$ cat src/shared/flsp_defs.svh
// constants for the flash suspend sequencer link and parameter table
`ifndef FLSP_DEFS_SVH
`define FLSP_DEFS_SVH

// clock and timing, times in ns
`define FLSP_CLK_NS        20
`define FLSP_SUSP_MAX_NS   80000
`define FLSP_RSM_GAP_NS    128000
`define FLSP_PP_TYP_NS     512000
`define FLSP_ERASE_TYP_NS  400000
// longest time rounds down
`define FLSP_SUSP_CYC      ((`FLSP_SUSP_MAX_NS) / (`FLSP_CLK_NS))

// link opcodes
`define FLSP_OP_SUSPEND    8'hB0
`define FLSP_OP_RESUME     8'h7A
`define FLSP_OP_READ_PRM   8'h5A
`define FLSP_OP_READ       8'h03
`define FLSP_OP_PAGE_PROG  8'h02
`define FLSP_OP_SECT_ERASE 8'hD8
`define FLSP_OP_CHIP_ERASE 8'h60

// sector field of the 24-bit address (256 KB sectors)
`define FLSP_SECT_MSB      23
`define FLSP_SECT_LSB      18
`define FLSP_ERASED_BYTE   8'hFF

// parameter table: bytes 0..11 = words eleven, twelve, thirteen, lsb first
`define FLSP_PRM_LAST      4'hB
`define FLSP_W11_RSVD31    1'h1
`define FLSP_CE_UNIT       2'h3
`define FLSP_CE_CNT_SMALL  5'h01
`define FLSP_CE_CNT_MID    5'h03
`define FLSP_CE_CNT_LARGE  5'h06
`define FLSP_BP_TYP_NS     5'h1F
`define FLSP_PP_UNIT       1'h1
`define FLSP_PP_CNT        5'h07
`define FLSP_PAGE_EXP      4'h8
`define FLSP_PP_MAX_RATIO  4'h2
`define FLSP_SR_SUPPORTED  1'h0
`define FLSP_ES_LAT_UNIT   2'h2
`define FLSP_ES_LAT_CNT    5'h09
`define FLSP_ES_GAP_CNT    4'h1
`define FLSP_PS_LAT_UNIT   2'h2
`define FLSP_PS_LAT_CNT    5'h09
`define FLSP_PS_GAP_CNT    4'h1
`define FLSP_W12_RSVD8     1'h1
`define FLSP_ES_PROHIBIT   4'hE
`define FLSP_PS_PROHIBIT   4'hC

// host register offsets
`define FLSP_REG_CMD       4'h0
`define FLSP_REG_ADDR      4'h4
`define FLSP_REG_STAT      4'h8
`define FLSP_REG_DATA      4'hC

// host status bit positions
`define FLSP_ST_PEND       0
`define FLSP_ST_DEV_ERR    1
`define FLSP_ST_HOST_ERR   2
`define FLSP_ST_BUSY       3
`define FLSP_ST_SUSP_ER    4
`define FLSP_ST_SUSP_PG    5
`define FLSP_ST_GAP        6

`endif

$ cat src/shared/flsp_pkg.sv
// types used by the device end of the flash suspend sequencer
package flsp_pkg;

    typedef enum logic [4:0] {
        FLSP_IDLE      = 5'h01,
        FLSP_ERASE     = 5'h02,
        FLSP_PROG      = 5'h04,
        FLSP_SUSP_WAIT = 5'h08,
        FLSP_SUSPENDED = 5'h10
    } flsp_state_t;

    typedef enum logic [1:0] {
        FLSP_K_ERASE = 2'h1,
        FLSP_K_PROG  = 2'h2
    } flsp_kind_t;

endpackage : flsp_pkg

$ cat src/shared/flsp_if.sv
// command link between host flash controller and flash device
`timescale 1ns/100ps
interface flsp_if;
    logic        cmd_valid;
    logic [7:0]  cmd_op;
    logic [23:0] cmd_addr;
    logic        rsp_valid;
    logic        rsp_err;
    logic [7:0]  rsp_data;
    logic        busy;
    logic        susp_erase;
    logic        susp_prog;

    modport dev (
        input  cmd_valid, cmd_op, cmd_addr,
        output rsp_valid, rsp_err, rsp_data, busy, susp_erase, susp_prog
    );
    modport host (
        output cmd_valid, cmd_op, cmd_addr,
        input  rsp_valid, rsp_err, rsp_data, busy, susp_erase, susp_prog
    );
endinterface : flsp_if

$ cat src/rtl/flsp_dev.sv
// flash device end: parameter table, program/erase with suspend and resume
//
// Behaviour
// - chip-erase typical count per density
// - word eleven top byte per density
// - byte-program typical times all ones
// - page program unit 64us, count seven
// - page size exponent eight, 256 bytes
// - page program max ratio code two
// - suspend and resume supported bit clear
// - erase suspend latency unit 8us
// - erase suspended within 80us, count nine
// - host waits 128us resume to erase suspend
// - program suspend latency unit 8us
// - program suspended within 80us, count nine
// - host waits 128us resume to program suspend
// - no new erase during erase suspend
// - no program or read in suspended sector
// - erase-suspend prohibited field reads 1110b
// - no erase or program during program suspend
// - program-suspend prohibited field reads 1100b
// - reserved bit eight of word twelve one
// - chip-erase time unit 64 s
// - suspend B0h, resume 7Ah, advertised
//
// Chosen here: the placing of the registers and the strobed register port.
`timescale 1ns/100ps
`include "flsp_defs.svh"

module flsp_dev #(
    parameter int unsigned DENSITY   = 0,
    parameter int unsigned ERASE_CYC = `FLSP_ERASE_TYP_NS / `FLSP_CLK_NS,
    parameter int unsigned PROG_CYC  = `FLSP_PP_TYP_NS / `FLSP_CLK_NS
) (
    input  wire logic CLK_SYS_I,
    input  wire logic SRST_I,
    flsp_if.dev       LNK,
    output logic      OP_DONE_O,
    output logic      SUSPENDED_O
);

    localparam logic [31:0] ERASE_LEN = 32'(ERASE_CYC);
    localparam logic [31:0] PROG_LEN  = 32'(PROG_CYC);
    localparam logic [12:0] SUSP_LEN  = 13'(`FLSP_SUSP_CYC);

    // density picks the chip-erase count; everything else is fixed
    localparam logic [4:0] CE_CNT = (DENSITY == 0) ? `FLSP_CE_CNT_SMALL :
                                    (DENSITY == 1) ? `FLSP_CE_CNT_MID :
                                                     `FLSP_CE_CNT_LARGE;

    localparam logic [31:0] WORD11 = {`FLSP_W11_RSVD31, `FLSP_CE_UNIT, CE_CNT,
                                      `FLSP_BP_TYP_NS, `FLSP_BP_TYP_NS,
                                      `FLSP_PP_UNIT, `FLSP_PP_CNT,
                                      `FLSP_PAGE_EXP,
                                      `FLSP_PP_MAX_RATIO};
    localparam logic [31:0] WORD12 = {`FLSP_SR_SUPPORTED,
                                      `FLSP_ES_LAT_UNIT, `FLSP_ES_LAT_CNT,
                                      `FLSP_ES_GAP_CNT,
                                      `FLSP_PS_LAT_UNIT, `FLSP_PS_LAT_CNT,
                                      `FLSP_PS_GAP_CNT,
                                      `FLSP_W12_RSVD8,
                                      `FLSP_ES_PROHIBIT,
                                      `FLSP_PS_PROHIBIT};
    localparam logic [31:0] WORD13 = {`FLSP_OP_SUSPEND, `FLSP_OP_RESUME,
                                      `FLSP_OP_SUSPEND, `FLSP_OP_RESUME};
    // constants only: no path into the table exists, so writes cannot alter it
    localparam logic [95:0] PRM_TABLE = {WORD13, WORD12, WORD11};

    flsp_pkg::flsp_state_t st_q;
    flsp_pkg::flsp_state_t st_d;
    flsp_pkg::flsp_kind_t  kind_q;
    flsp_pkg::flsp_kind_t  kind_d;

    logic [31:0] op_cnt_q;
    logic [31:0] op_cnt_d;
    logic [31:0] nst_cnt_q;
    logic [31:0] nst_cnt_d;
    logic [12:0] lat_cnt_q;
    logic [12:0] lat_cnt_d;
    logic        nest_q;
    logic        nest_d;
    logic [5:0]  sect_q;
    logic [5:0]  sect_d;
    logic        rsp_valid_q;
    logic        rsp_err_q;
    logic        rsp_err_d;
    logic [7:0]  rsp_data_q;
    logic [7:0]  rsp_data_d;
    logic        busy_q;
    logic        susp_er_q;
    logic        susp_pg_q;
    logic        susp_any_q;
    logic        done_q;
    logic        done_d;

    // command decode
    wire         cmd       = LNK.cmd_valid;
    wire         is_susp   = cmd && (LNK.cmd_op == `FLSP_OP_SUSPEND);
    wire         is_rsm    = cmd && (LNK.cmd_op == `FLSP_OP_RESUME);
    wire         is_prm    = cmd && (LNK.cmd_op == `FLSP_OP_READ_PRM);
    wire         is_read   = cmd && (LNK.cmd_op == `FLSP_OP_READ);
    wire         is_prog   = cmd && (LNK.cmd_op == `FLSP_OP_PAGE_PROG);
    wire         is_erase  = cmd && ((LNK.cmd_op == `FLSP_OP_SECT_ERASE) ||
                                     (LNK.cmd_op == `FLSP_OP_CHIP_ERASE));
    wire         is_known  = is_susp || is_rsm || is_prm || is_read || is_prog || is_erase;
    wire [5:0]   cmd_sect  = LNK.cmd_addr[`FLSP_SECT_MSB:`FLSP_SECT_LSB];
    wire [3:0]   prm_idx   = LNK.cmd_addr[3:0];
    wire         prm_ok    = prm_idx <= `FLSP_PRM_LAST;
    wire [7:0]   prm_byte  = prm_ok ? PRM_TABLE[{prm_idx, 3'h0} +: 8] : `FLSP_ERASED_BYTE;

    wire         in_idle   = st_q == flsp_pkg::FLSP_IDLE;
    wire         in_susp   = st_q == flsp_pkg::FLSP_SUSPENDED;
    wire         er_held   = (in_susp || nest_q) && (kind_q == flsp_pkg::FLSP_K_ERASE);
    wire         same_sect = cmd_sect == sect_q;
    wire         top_run   = ((st_q == flsp_pkg::FLSP_ERASE) || (st_q == flsp_pkg::FLSP_PROG))
                             && !nest_q;

    // a page program is allowed beside a suspended erase, outside its sector
    wire         prog_ok   = in_idle || (in_susp && !nest_q &&
                             (kind_q == flsp_pkg::FLSP_K_ERASE) && !same_sect);
    wire         erase_ok  = in_idle;
    wire         read_ok   = (in_idle || in_susp) && !(er_held && same_sect);
    wire         susp_ok   = top_run;
    wire         rsm_ok    = in_susp;

    always_comb begin
        st_d       = st_q;
        kind_d     = kind_q;
        op_cnt_d   = op_cnt_q;
        nst_cnt_d  = nst_cnt_q;
        lat_cnt_d  = lat_cnt_q;
        nest_d     = nest_q;
        sect_d     = sect_q;
        done_d     = 1'b0;
        rsp_err_d  = 1'b0;
        rsp_data_d = `FLSP_ERASED_BYTE;
        case (st_q)
            flsp_pkg::FLSP_IDLE: begin
                if (is_erase && erase_ok) begin
                    st_d     = flsp_pkg::FLSP_ERASE;
                    kind_d   = flsp_pkg::FLSP_K_ERASE;
                    sect_d   = cmd_sect;
                    op_cnt_d = ERASE_LEN;
                end else if (is_prog && prog_ok) begin
                    st_d     = flsp_pkg::FLSP_PROG;
                    kind_d   = flsp_pkg::FLSP_K_PROG;
                    sect_d   = cmd_sect;
                    op_cnt_d = PROG_LEN;
                end
            end
            flsp_pkg::FLSP_ERASE,
            flsp_pkg::FLSP_PROG: begin
                if (nest_q) begin
                    if (nst_cnt_q <= 32'h0000_0001) begin
                        // nested program done: the erase stays suspended
                        st_d   = flsp_pkg::FLSP_SUSPENDED;
                        nest_d = 1'b0;
                        done_d = 1'b1;
                    end else begin
                        nst_cnt_d = nst_cnt_q - 32'h0000_0001;
                    end
                end else if (is_susp) begin
                    st_d      = flsp_pkg::FLSP_SUSP_WAIT;
                    lat_cnt_d = SUSP_LEN;
                end else if (op_cnt_q <= 32'h0000_0001) begin
                    st_d   = flsp_pkg::FLSP_IDLE;
                    done_d = 1'b1;
                end else begin
                    op_cnt_d = op_cnt_q - 32'h0000_0001;
                end
            end
            flsp_pkg::FLSP_SUSP_WAIT: begin
                // progress freezes while the array is brought to a safe point
                if (lat_cnt_q <= 13'h0001) begin
                    st_d = flsp_pkg::FLSP_SUSPENDED;
                end else begin
                    lat_cnt_d = lat_cnt_q - 13'h0001;
                end
            end
            flsp_pkg::FLSP_SUSPENDED: begin
                if (is_rsm && rsm_ok) begin
                    st_d = (kind_q == flsp_pkg::FLSP_K_ERASE) ? flsp_pkg::FLSP_ERASE
                                                              : flsp_pkg::FLSP_PROG;
                end else if (is_prog && prog_ok) begin
                    st_d      = flsp_pkg::FLSP_PROG;
                    nest_d    = 1'b1;
                    nst_cnt_d = PROG_LEN;
                end
            end
            default: begin
                st_d = flsp_pkg::FLSP_IDLE;
            end
        endcase
        // every command gets one answer; a refusal leaves the held op untouched
        if (is_prm) begin
            rsp_data_d = prm_byte;
            rsp_err_d  = !prm_ok;
        end else if (is_read) begin
            rsp_err_d = !read_ok;
        end else if (is_prog) begin
            rsp_err_d = !prog_ok;
        end else if (is_erase) begin
            rsp_err_d = !erase_ok;
        end else if (is_susp) begin
            rsp_err_d = !susp_ok;
        end else if (is_rsm) begin
            rsp_err_d = !rsm_ok;
        end else if (cmd && !is_known) begin
            rsp_err_d = 1'b1;
        end
    end

    always_ff @(posedge CLK_SYS_I) begin
        if (SRST_I) begin
            st_q      <= flsp_pkg::FLSP_IDLE;
            kind_q    <= flsp_pkg::FLSP_K_ERASE;
            op_cnt_q  <= 32'h0000_0000;
            nst_cnt_q <= 32'h0000_0000;
            lat_cnt_q <= 13'h0000;
            nest_q    <= 1'b0;
            sect_q    <= 6'h00;
        end else begin
            st_q      <= st_d;
            kind_q    <= kind_d;
            op_cnt_q  <= op_cnt_d;
            nst_cnt_q <= nst_cnt_d;
            lat_cnt_q <= lat_cnt_d;
            nest_q    <= nest_d;
            sect_q    <= sect_d;
        end
    end

    // flags follow the next state so they change together with the state register
    wire         susp_er_d = ((st_d == flsp_pkg::FLSP_SUSPENDED) || nest_d) &&
                             (kind_d == flsp_pkg::FLSP_K_ERASE);
    wire         susp_pg_d = (st_d == flsp_pkg::FLSP_SUSPENDED) &&
                             (kind_d == flsp_pkg::FLSP_K_PROG);

    always_ff @(posedge CLK_SYS_I) begin
        if (SRST_I) begin
            rsp_valid_q <= 1'b0;
            rsp_err_q   <= 1'b0;
            rsp_data_q  <= 8'h00;
            busy_q      <= 1'b0;
            susp_er_q   <= 1'b0;
            susp_pg_q   <= 1'b0;
            susp_any_q  <= 1'b0;
            done_q      <= 1'b0;
        end else begin
            rsp_valid_q <= cmd;
            rsp_err_q   <= rsp_err_d;
            rsp_data_q  <= rsp_data_d;
            busy_q      <= st_d != flsp_pkg::FLSP_IDLE;
            susp_er_q   <= susp_er_d;
            susp_pg_q   <= susp_pg_d;
            susp_any_q  <= susp_er_d || susp_pg_d;
            done_q      <= done_d;
        end
    end

    assign LNK.rsp_valid  = rsp_valid_q;
    assign LNK.rsp_err    = rsp_err_q;
    assign LNK.rsp_data   = rsp_data_q;
    assign LNK.busy       = busy_q;
    assign LNK.susp_erase = susp_er_q;
    assign LNK.susp_prog  = susp_pg_q;
    assign OP_DONE_O      = done_q;
    assign SUSPENDED_O    = susp_any_q;

endmodule : flsp_dev

$ cat src/flat_wrapper.sv
// flat-port wrapper written by rule: the top's interface ports become plain ports
module flsp_dev_flat 
#(
    parameter int unsigned DENSITY   = 0,
    parameter int unsigned ERASE_CYC = `FLSP_ERASE_TYP_NS / `FLSP_CLK_NS,
    parameter int unsigned PROG_CYC  = `FLSP_PP_TYP_NS / `FLSP_CLK_NS
)
  (CLK_SYS_I, SRST_I, OP_DONE_O, SUSPENDED_O, LNK_cmd_valid, LNK_cmd_op, LNK_cmd_addr, LNK_rsp_valid, LNK_rsp_err, LNK_rsp_data, LNK_busy, LNK_susp_erase, LNK_susp_prog);
  flsp_if LNK_i ();
  input  wire logic CLK_SYS_I;
  input  wire logic SRST_I;
  output logic OP_DONE_O;
  output logic SUSPENDED_O;
  input wire logic [$bits(LNK_i.cmd_valid)-1:0] LNK_cmd_valid;
  input wire logic [$bits(LNK_i.cmd_op)-1:0] LNK_cmd_op;
  input wire logic [$bits(LNK_i.cmd_addr)-1:0] LNK_cmd_addr;
  output wire logic [$bits(LNK_i.rsp_valid)-1:0] LNK_rsp_valid;
  output wire logic [$bits(LNK_i.rsp_err)-1:0] LNK_rsp_err;
  output wire logic [$bits(LNK_i.rsp_data)-1:0] LNK_rsp_data;
  output wire logic [$bits(LNK_i.busy)-1:0] LNK_busy;
  output wire logic [$bits(LNK_i.susp_erase)-1:0] LNK_susp_erase;
  output wire logic [$bits(LNK_i.susp_prog)-1:0] LNK_susp_prog;
  assign LNK_i.cmd_valid = LNK_cmd_valid;
  assign LNK_i.cmd_op = LNK_cmd_op;
  assign LNK_i.cmd_addr = LNK_cmd_addr;
  assign LNK_rsp_valid = LNK_i.rsp_valid;
  assign LNK_rsp_err = LNK_i.rsp_err;
  assign LNK_rsp_data = LNK_i.rsp_data;
  assign LNK_busy = LNK_i.busy;
  assign LNK_susp_erase = LNK_i.susp_erase;
  assign LNK_susp_prog = LNK_i.susp_prog;
  flsp_dev #(.DENSITY(DENSITY), .ERASE_CYC(ERASE_CYC), .PROG_CYC(PROG_CYC)) u_core (.CLK_SYS_I(CLK_SYS_I), .SRST_I(SRST_I), .LNK(LNK_i), .OP_DONE_O(OP_DONE_O), .SUSPENDED_O(SUSPENDED_O));
endmodule
$ cat config.mk
export PLATFORM = sky130hd
export DESIGN_NAME = flsp_dev_flat
export DESIGN_NICKNAME = d
export VERILOG_FILES = /design/src/shared/flsp_pkg.sv /design/src/shared/flsp_if.sv /design/src/rtl/flsp_dev.sv /design/src/flat_wrapper.sv
export VERILOG_INCLUDE_DIRS = /design/src /design/src/shared
export SDC_FILE = /design/constraint.sdc
export NUM_CORES = 1
export LEC_CHECK = 0
export ABC_AREA = 1
export BUFFER_PORTS_ARGS = -buffer_cell sky130_fd_sc_hd__buf_2
export CAP_MARGIN = 20
export CORE_MARGIN = 8
export CORE_UTILIZATION = 30
export DETAILED_ROUTE_END_ITERATION = 8
export PLACE_DENSITY_LB_ADDON = 0.15
export SLEW_MARGIN = 20
export SYNTH_ARGS = -nofsm -noshare
export SYNTH_HDL_FRONTEND = slang
export SYNTH_SLANG_ARGS = --single-unit
$ cat constraint.sdc
create_clock -name CLK_SYS_I -period 1.8 [get_ports CLK_SYS_I]
set_input_delay 0 -clock CLK_SYS_I [delete_from_list [all_inputs] [get_ports CLK_SYS_I]]
set_output_delay 0 -clock CLK_SYS_I [all_outputs]
set_load 0.1 [all_outputs]
## Word-level counts from Yosys, hierarchy flattened

Index checks and enable logic that the tools add are counted.

- Reductions and logical operators: 51
- Add/subtract/negate cells: 3
- Mux-type cells: 47
- Shifts and indexed selects: 1
- Bitwise gates (word level): 1
- $lt $le $gt $ge: 4
- Equal/unequal tests: 28

Operators by type and width:

| operator | number |
|---|---|
| $mux 32 | 8 |
| $pmux 32 s2 | 2 |
| $shiftx 96x8->8 const A | 1 |
| $le 32x1->1 const B | 2 |
| $sub 32x1->32 const B | 2 |
| $mux 5 | 8 |
| $mux 13 | 3 |
| $pmux 13 s2 | 1 |
| $eq 8x7->1 const B | 3 |
| $pmux 5 s4 | 1 |
| $logic_and 1x1->1 | 19 |
| $eq 8x2->1 const B | 2 |
| $eq 8x8->1 const B | 2 |
| $mux 8 | 2 |
| $mux 1 | 15 |
| $ne 2x2->1 const B | 7 |
| $le 13x1->1 const B | 1 |
| $sub 13x1->13 const B | 1 |
| $logic_or 1x1->1 | 12 |
| $mux 6 | 2 |
| $eq 5x5->1 const B | 2 |
| $logic_not 1->1 | 10 |
| $reduce_and 5->1 | 2 |
| $reduce_bool 2->1 | 4 |
| 18 further kinds | 23 |

- Register bits: 106
- Bits of input ports: 35
- Output and inout bits: 15

## Longest topological paths before layout

- Depth after elaboration: 16
- Depth in mapped cells: 14

## Least setup slack after synthesis

No wires, ideal clock.

- Kind: flip-flop to flip-flop
- From: register u_core.nst_cnt_q[0]
- To: register u_core.nst_cnt_q[0]
- Cell stages (with the launch flop): 14
- Path buffers: 2
- Library setup time: 0.115 ns
- Data arrival time: 1.660 ns
- Required time: 1.685 ns
- Slack: 0.025 ns
- Clock period less this slack: 1.775 ns
- Path through: dfxtp_1 > inv_1 > ha_1 > buf_2 > nor2_1 > nor2_1 > nand2_1 > nor2_1 > nand2_1 > nand2_2 > nand2_4 > nand3_2 > buf_6 > o21a_1

- Longest elaborated chain between the ends: 4
- Elaborated cells on any way between the ends: 7
- Those cells by class: add/sub (1); order compare (1); eq/ne (1); mux (3); reduce/logical (1)

Ends and longest elaborated chain:

| item | RTL line | text |
|---|---|---|
| start, declared | flsp_dev.sv:76 | `logic [31:0] nst_cnt_q;` |
| start signal, assigned | flsp_dev.sv:226 | `nst_cnt_q <= nst_cnt_d;` |
| $sub 32x1->32 | flsp_dev.sv:160 | `nst_cnt_d = nst_cnt_q - 32'h0000_0001;` |
| $mux 32 | flsp_dev.sv:154 | `if (nst_cnt_q <= 32'h0000_0001) begin` |
| $mux 32 | flsp_dev.sv:153 | `if (nest_q) begin` |
| $pmux 32 s2 | flsp_dev.sv:137 | `case (st_q)` |

Parallel ways exist; a longest one is shown, timed or not. The select of a mux whose other input is x is not followed.
A chain may end at the register's enable or synchronous reset.

## Worst setup path after layout

- From: register u_core.op_cnt_q[6]
- To: register u_core.op_cnt_q[23]

- Longest elaborated chain between the ends: 5
- Elaborated cells on any way between the ends: 8
- Those cells by class: add/sub (1); order compare (1); eq/ne (1); mux (4); reduce/logical (1)

Ends and longest elaborated chain:

| item | RTL line | text |
|---|---|---|
| start, declared | flsp_dev.sv:74 | `logic [31:0] op_cnt_q;` |
| start signal, assigned | flsp_dev.sv:225 | `op_cnt_q <= op_cnt_d;` |
| $sub 32x1->32 | flsp_dev.sv:169 | `op_cnt_d = op_cnt_q - 32'h0000_0001;` |
| $mux 32 | flsp_dev.sv:165 | `end else if (op_cnt_q <= 32'h0000_0001) begin` |
| $mux 32 | flsp_dev.sv:162 | `end else if (is_susp) begin` |
| $mux 32 | flsp_dev.sv:153 |  |
| $pmux 32 s2 | flsp_dev.sv:137 |  |

Parallel ways exist; a longest one is shown, timed or not. The select of a mux whose other input is x is not followed.

==> results.toml <==
[grt]
grt_pass1_wl_um = 36200
antenna_found_initial = 0
grt_max_degree = 85
grtUsageTotal = 0.155
overflow = 0
grt_pass1_vias = 7211

[timing]
maxSlewViolCount = 0
worst_pin_slew_ns = 0.551
timing.final.ws_setup_ns = 0.0632
finalHoldViolations = 0
finalSetupTns_ns = 0
setup_viol = 0
clock.fmax_mhz = 576
min_period_over_period = 0.965
fin_skew_ns = 0.0155
fin_hold_ws_ns = 0.0377
rsz0062_at_grt = "yes"
slew_headroom = 0.632
layout_min_cycle_time_ns = 1.74

[setup_path]
required_ns = 2.09
startpoint_type = "flop"
r2r-end = "u_core.op_cnt_q[23]"
path_class = "reg -> reg"
crit_start = "u_core.op_cnt_q[6]"
reg2reg_slack_ns = 0.06
reg2reg_from = "u_core.op_cnt_q[6]"
end_kind = "flop"
worstPathArrival_ns = 2.03
endpoint = "u_core.op_cnt_q[23]"
ff2ff_path_depth = 9
crit_fanout = 9

[power_and_ir_drop]
swShare = 0.267
powerDensity_nw_per_um2 = 531
power_mw = 4.88
power_leakage_nw = 4.68
p_int_mw = 3.57
power.switching_mw = 1.30
power_frac_comb = 0.077
ir_drop_uv = 361
pwr-share-clk = 0.439
seq_power_share = 0.484

[logic_synthesis]
postSynthAreaPerCell_um2 = 6.00
seq_area_frac_synth = 0.304
netlist.area_leader.share = 0.304
ys_types = 39
ys_ff_latch = 106
synth.net_count = 1208
synth_largest_area_cell = "dfxtp_1"
synth.area.top_cells = "dfxtp_1 (30%), nand2_1 (17%), nor2_1 (13%)"
synth_edf_count = 0
syn_inst = 1164
async_flop_share = 0
syn_area_um2 = 6980
yosysMostFrequentCell = "nand2_1"
netlist_top_cells_count = "nand2_1 (312), nor2_1 (246), nand3_1 (110)"
ys.flop_type = "dfxtp_1"
ys_warn_count = 0

[run]
max_cap_viol_count = 0

[cts]
clock-root-buffer = "clkbuf_16"
clkLatencyLatePin_ns = 0.37
cts.reportedPaths.clkPinSlew_ns = 0.08
htree_levels = 3
tritoncts = "built"
clk_path_buf_depth = 2
clkSinkCount = 106
cts_buffers = 9

[place]
place_congestion = 0.888
dpl.hpwl_um = 16400
placedCellCount = 1585
portBuffers = 35
dp_slack_ns = 0.00204
dpl_cell_area_um2 = 8220

[die]
row_count = 56
core-area_um2 = 23200
start_util = 0.301
ioPinCount = 50
die_x_um = 169
chipHeight_um = 169
die_area_um2 = 28400

[drt]
routed_via_density = 4.64
ant_nets = 0
post_drt_wl_per_cell_um = 14.0
drtPass1Iterations = 5
vias = 7554
route.detailed.drc = 0
totalWireLength_um = 22800
drt_iter0_markers = 419

[status]
status = "finished, final reports clean"

[finish]
antennaDiodeCount = 0
fin_area_um2 = 9180
fin_cells = 1627
utilization = 0.396
post_route_cells_drive_above_1_share = 0.216
nets = 1347
syn2layout_area_growth_pct = 31.5

[worst_hold_path]
hold_path.class = "in -> reg"
sequential cells by signal, indices dropped and copies added (netlist names), 2 cells and up:
| signal | flops |
|---|---|
| u_core.sect_q | 6 |
| u_core.LNK.rsp_data | 8 |
| u_core.op_cnt_q | 32 |
| u_core.nst_cnt_q | 32 |
| u_core.lat_cnt_q | 13 |
| u_core.kind_q | 2 |
| u_core.st_q | 5 |
per-layer routing:
metal / up-vias / track usage / routed length [µm]
li1: 4001 / - / -
met1: 3410 / 0.198 / 10900
met2: 117 / 0.267 / 10900
met3: 26 / 0.0226 / 618
met4: 0 / 0.0431 / 401
met5: - / 0 / 0
power by group through the flow:
stage	Clock, mW	Combinational [mW]	Sequential [mW]
floorplan	0	0.154	2.51
global placement	0	0.359	2.42
detailed placement	0	0.358	2.42
CTS	2.25	0.373	2.36
global route	2.30	0.411	2.36
finish	2.14	0.376	2.36
cell families after synthesis:
kind of cell / count (synthesis) / share of synthesized area
AND/OR/NAND/NOR: 738 / 0.451
adder cells (fa/ha/maj): 9 / 0.0161
XOR/XNOR: 30 / 0.0376
AO/OA/AOI/OAI: 132 / 0.0984
buffers and inverters: 149 / 0.0927
flip-flops: 106 / 0.304
worst min-delay path by stage:
stage               slack [ns]             start                     end  cells after the start
floorplan                 0.13  LNK_cmd_addr[18]        u_core.sect_q[0]                      2
global placement          0.26  LNK_cmd_addr[19]        u_core.sect_q[1]                      3
detailed placement        0.27  LNK_cmd_addr[18]        u_core.sect_q[0]                      3
CTS                       0.02   LNK_cmd_addr[1]  u_core.LNK.rsp_data[5]                      4
global route              0.06   LNK_cmd_addr[1]  u_core.LNK.rsp_data[5]                      4
finish                    0.04   LNK_cmd_addr[1]  u_core.LNK.rsp_data[5]                      4
worst max-delay path, cell delays in order, from the launching register on:
cell and delay, ns:
dfxtp_1 0.32, nor2_1 0.19, nand2_2 0.12, nor3_2 0.22
nand2_1 0.13, nand3_4 0.16, buf_6 0.16, clkbuf_16 0.16
nand3_1 0.07, a21oi_1 0.14
layout make-up:
type                       instances  area [µm²]
clock buffer                       9         225
timing repair buffer             165        1420
multi-input combinational        909        4490
clock inverter                     7        83.8
inverter                         112         425
tap                              319         399
fill                            2505       14000
sequential                       106        2130
placed cells by master, fill, tap and decap left out, types with 4 or more instances in the layout:
cell | netlist | final
nand2_1 | 312 | 292
nor2_1 | 246 | 211
nand3_1 | 110 | 108
buf_4 | 8 | 103
inv_1 | 106 | 101
dfxtp_1 | 106 | 98
a21oi_1 | 93 | 93
nor2_2 | 4 | 34
buf_2 | 9 | 34
o21ai_0 | 27 | 26
nand4_1 | 26 | 26
xor2_1 | 23 | 23
nand2_2 | 5 | 19
clkbuf_16 | 0 | 15
buf_12 | 0 | 10
nor3_1 | 11 | 9
inv_2 | 4 | 8
nand2_4 | 3 | 8
dlygate4sd3_1 | 0 | 8
nor2_4 | 2 | 7
xnor2_1 | 7 | 7
dfxtp_2 | 0 | 7
ha_1 | 9 | 6
nand3_2 | 5 | 5
o21ai_1 | 4 | 4
or2_2 | 4 | 4
repair_timing:
item,in CTS,in global routing
buffers inserted,0,11
resized for setup,1,102
gates cloned,0,7
hold buffers,8,0
pin swaps,0,22
hold endpoints to repair,9,0
setup endpoints to repair,1,83
Note: power is estimated with default switching activity, not from simulation.
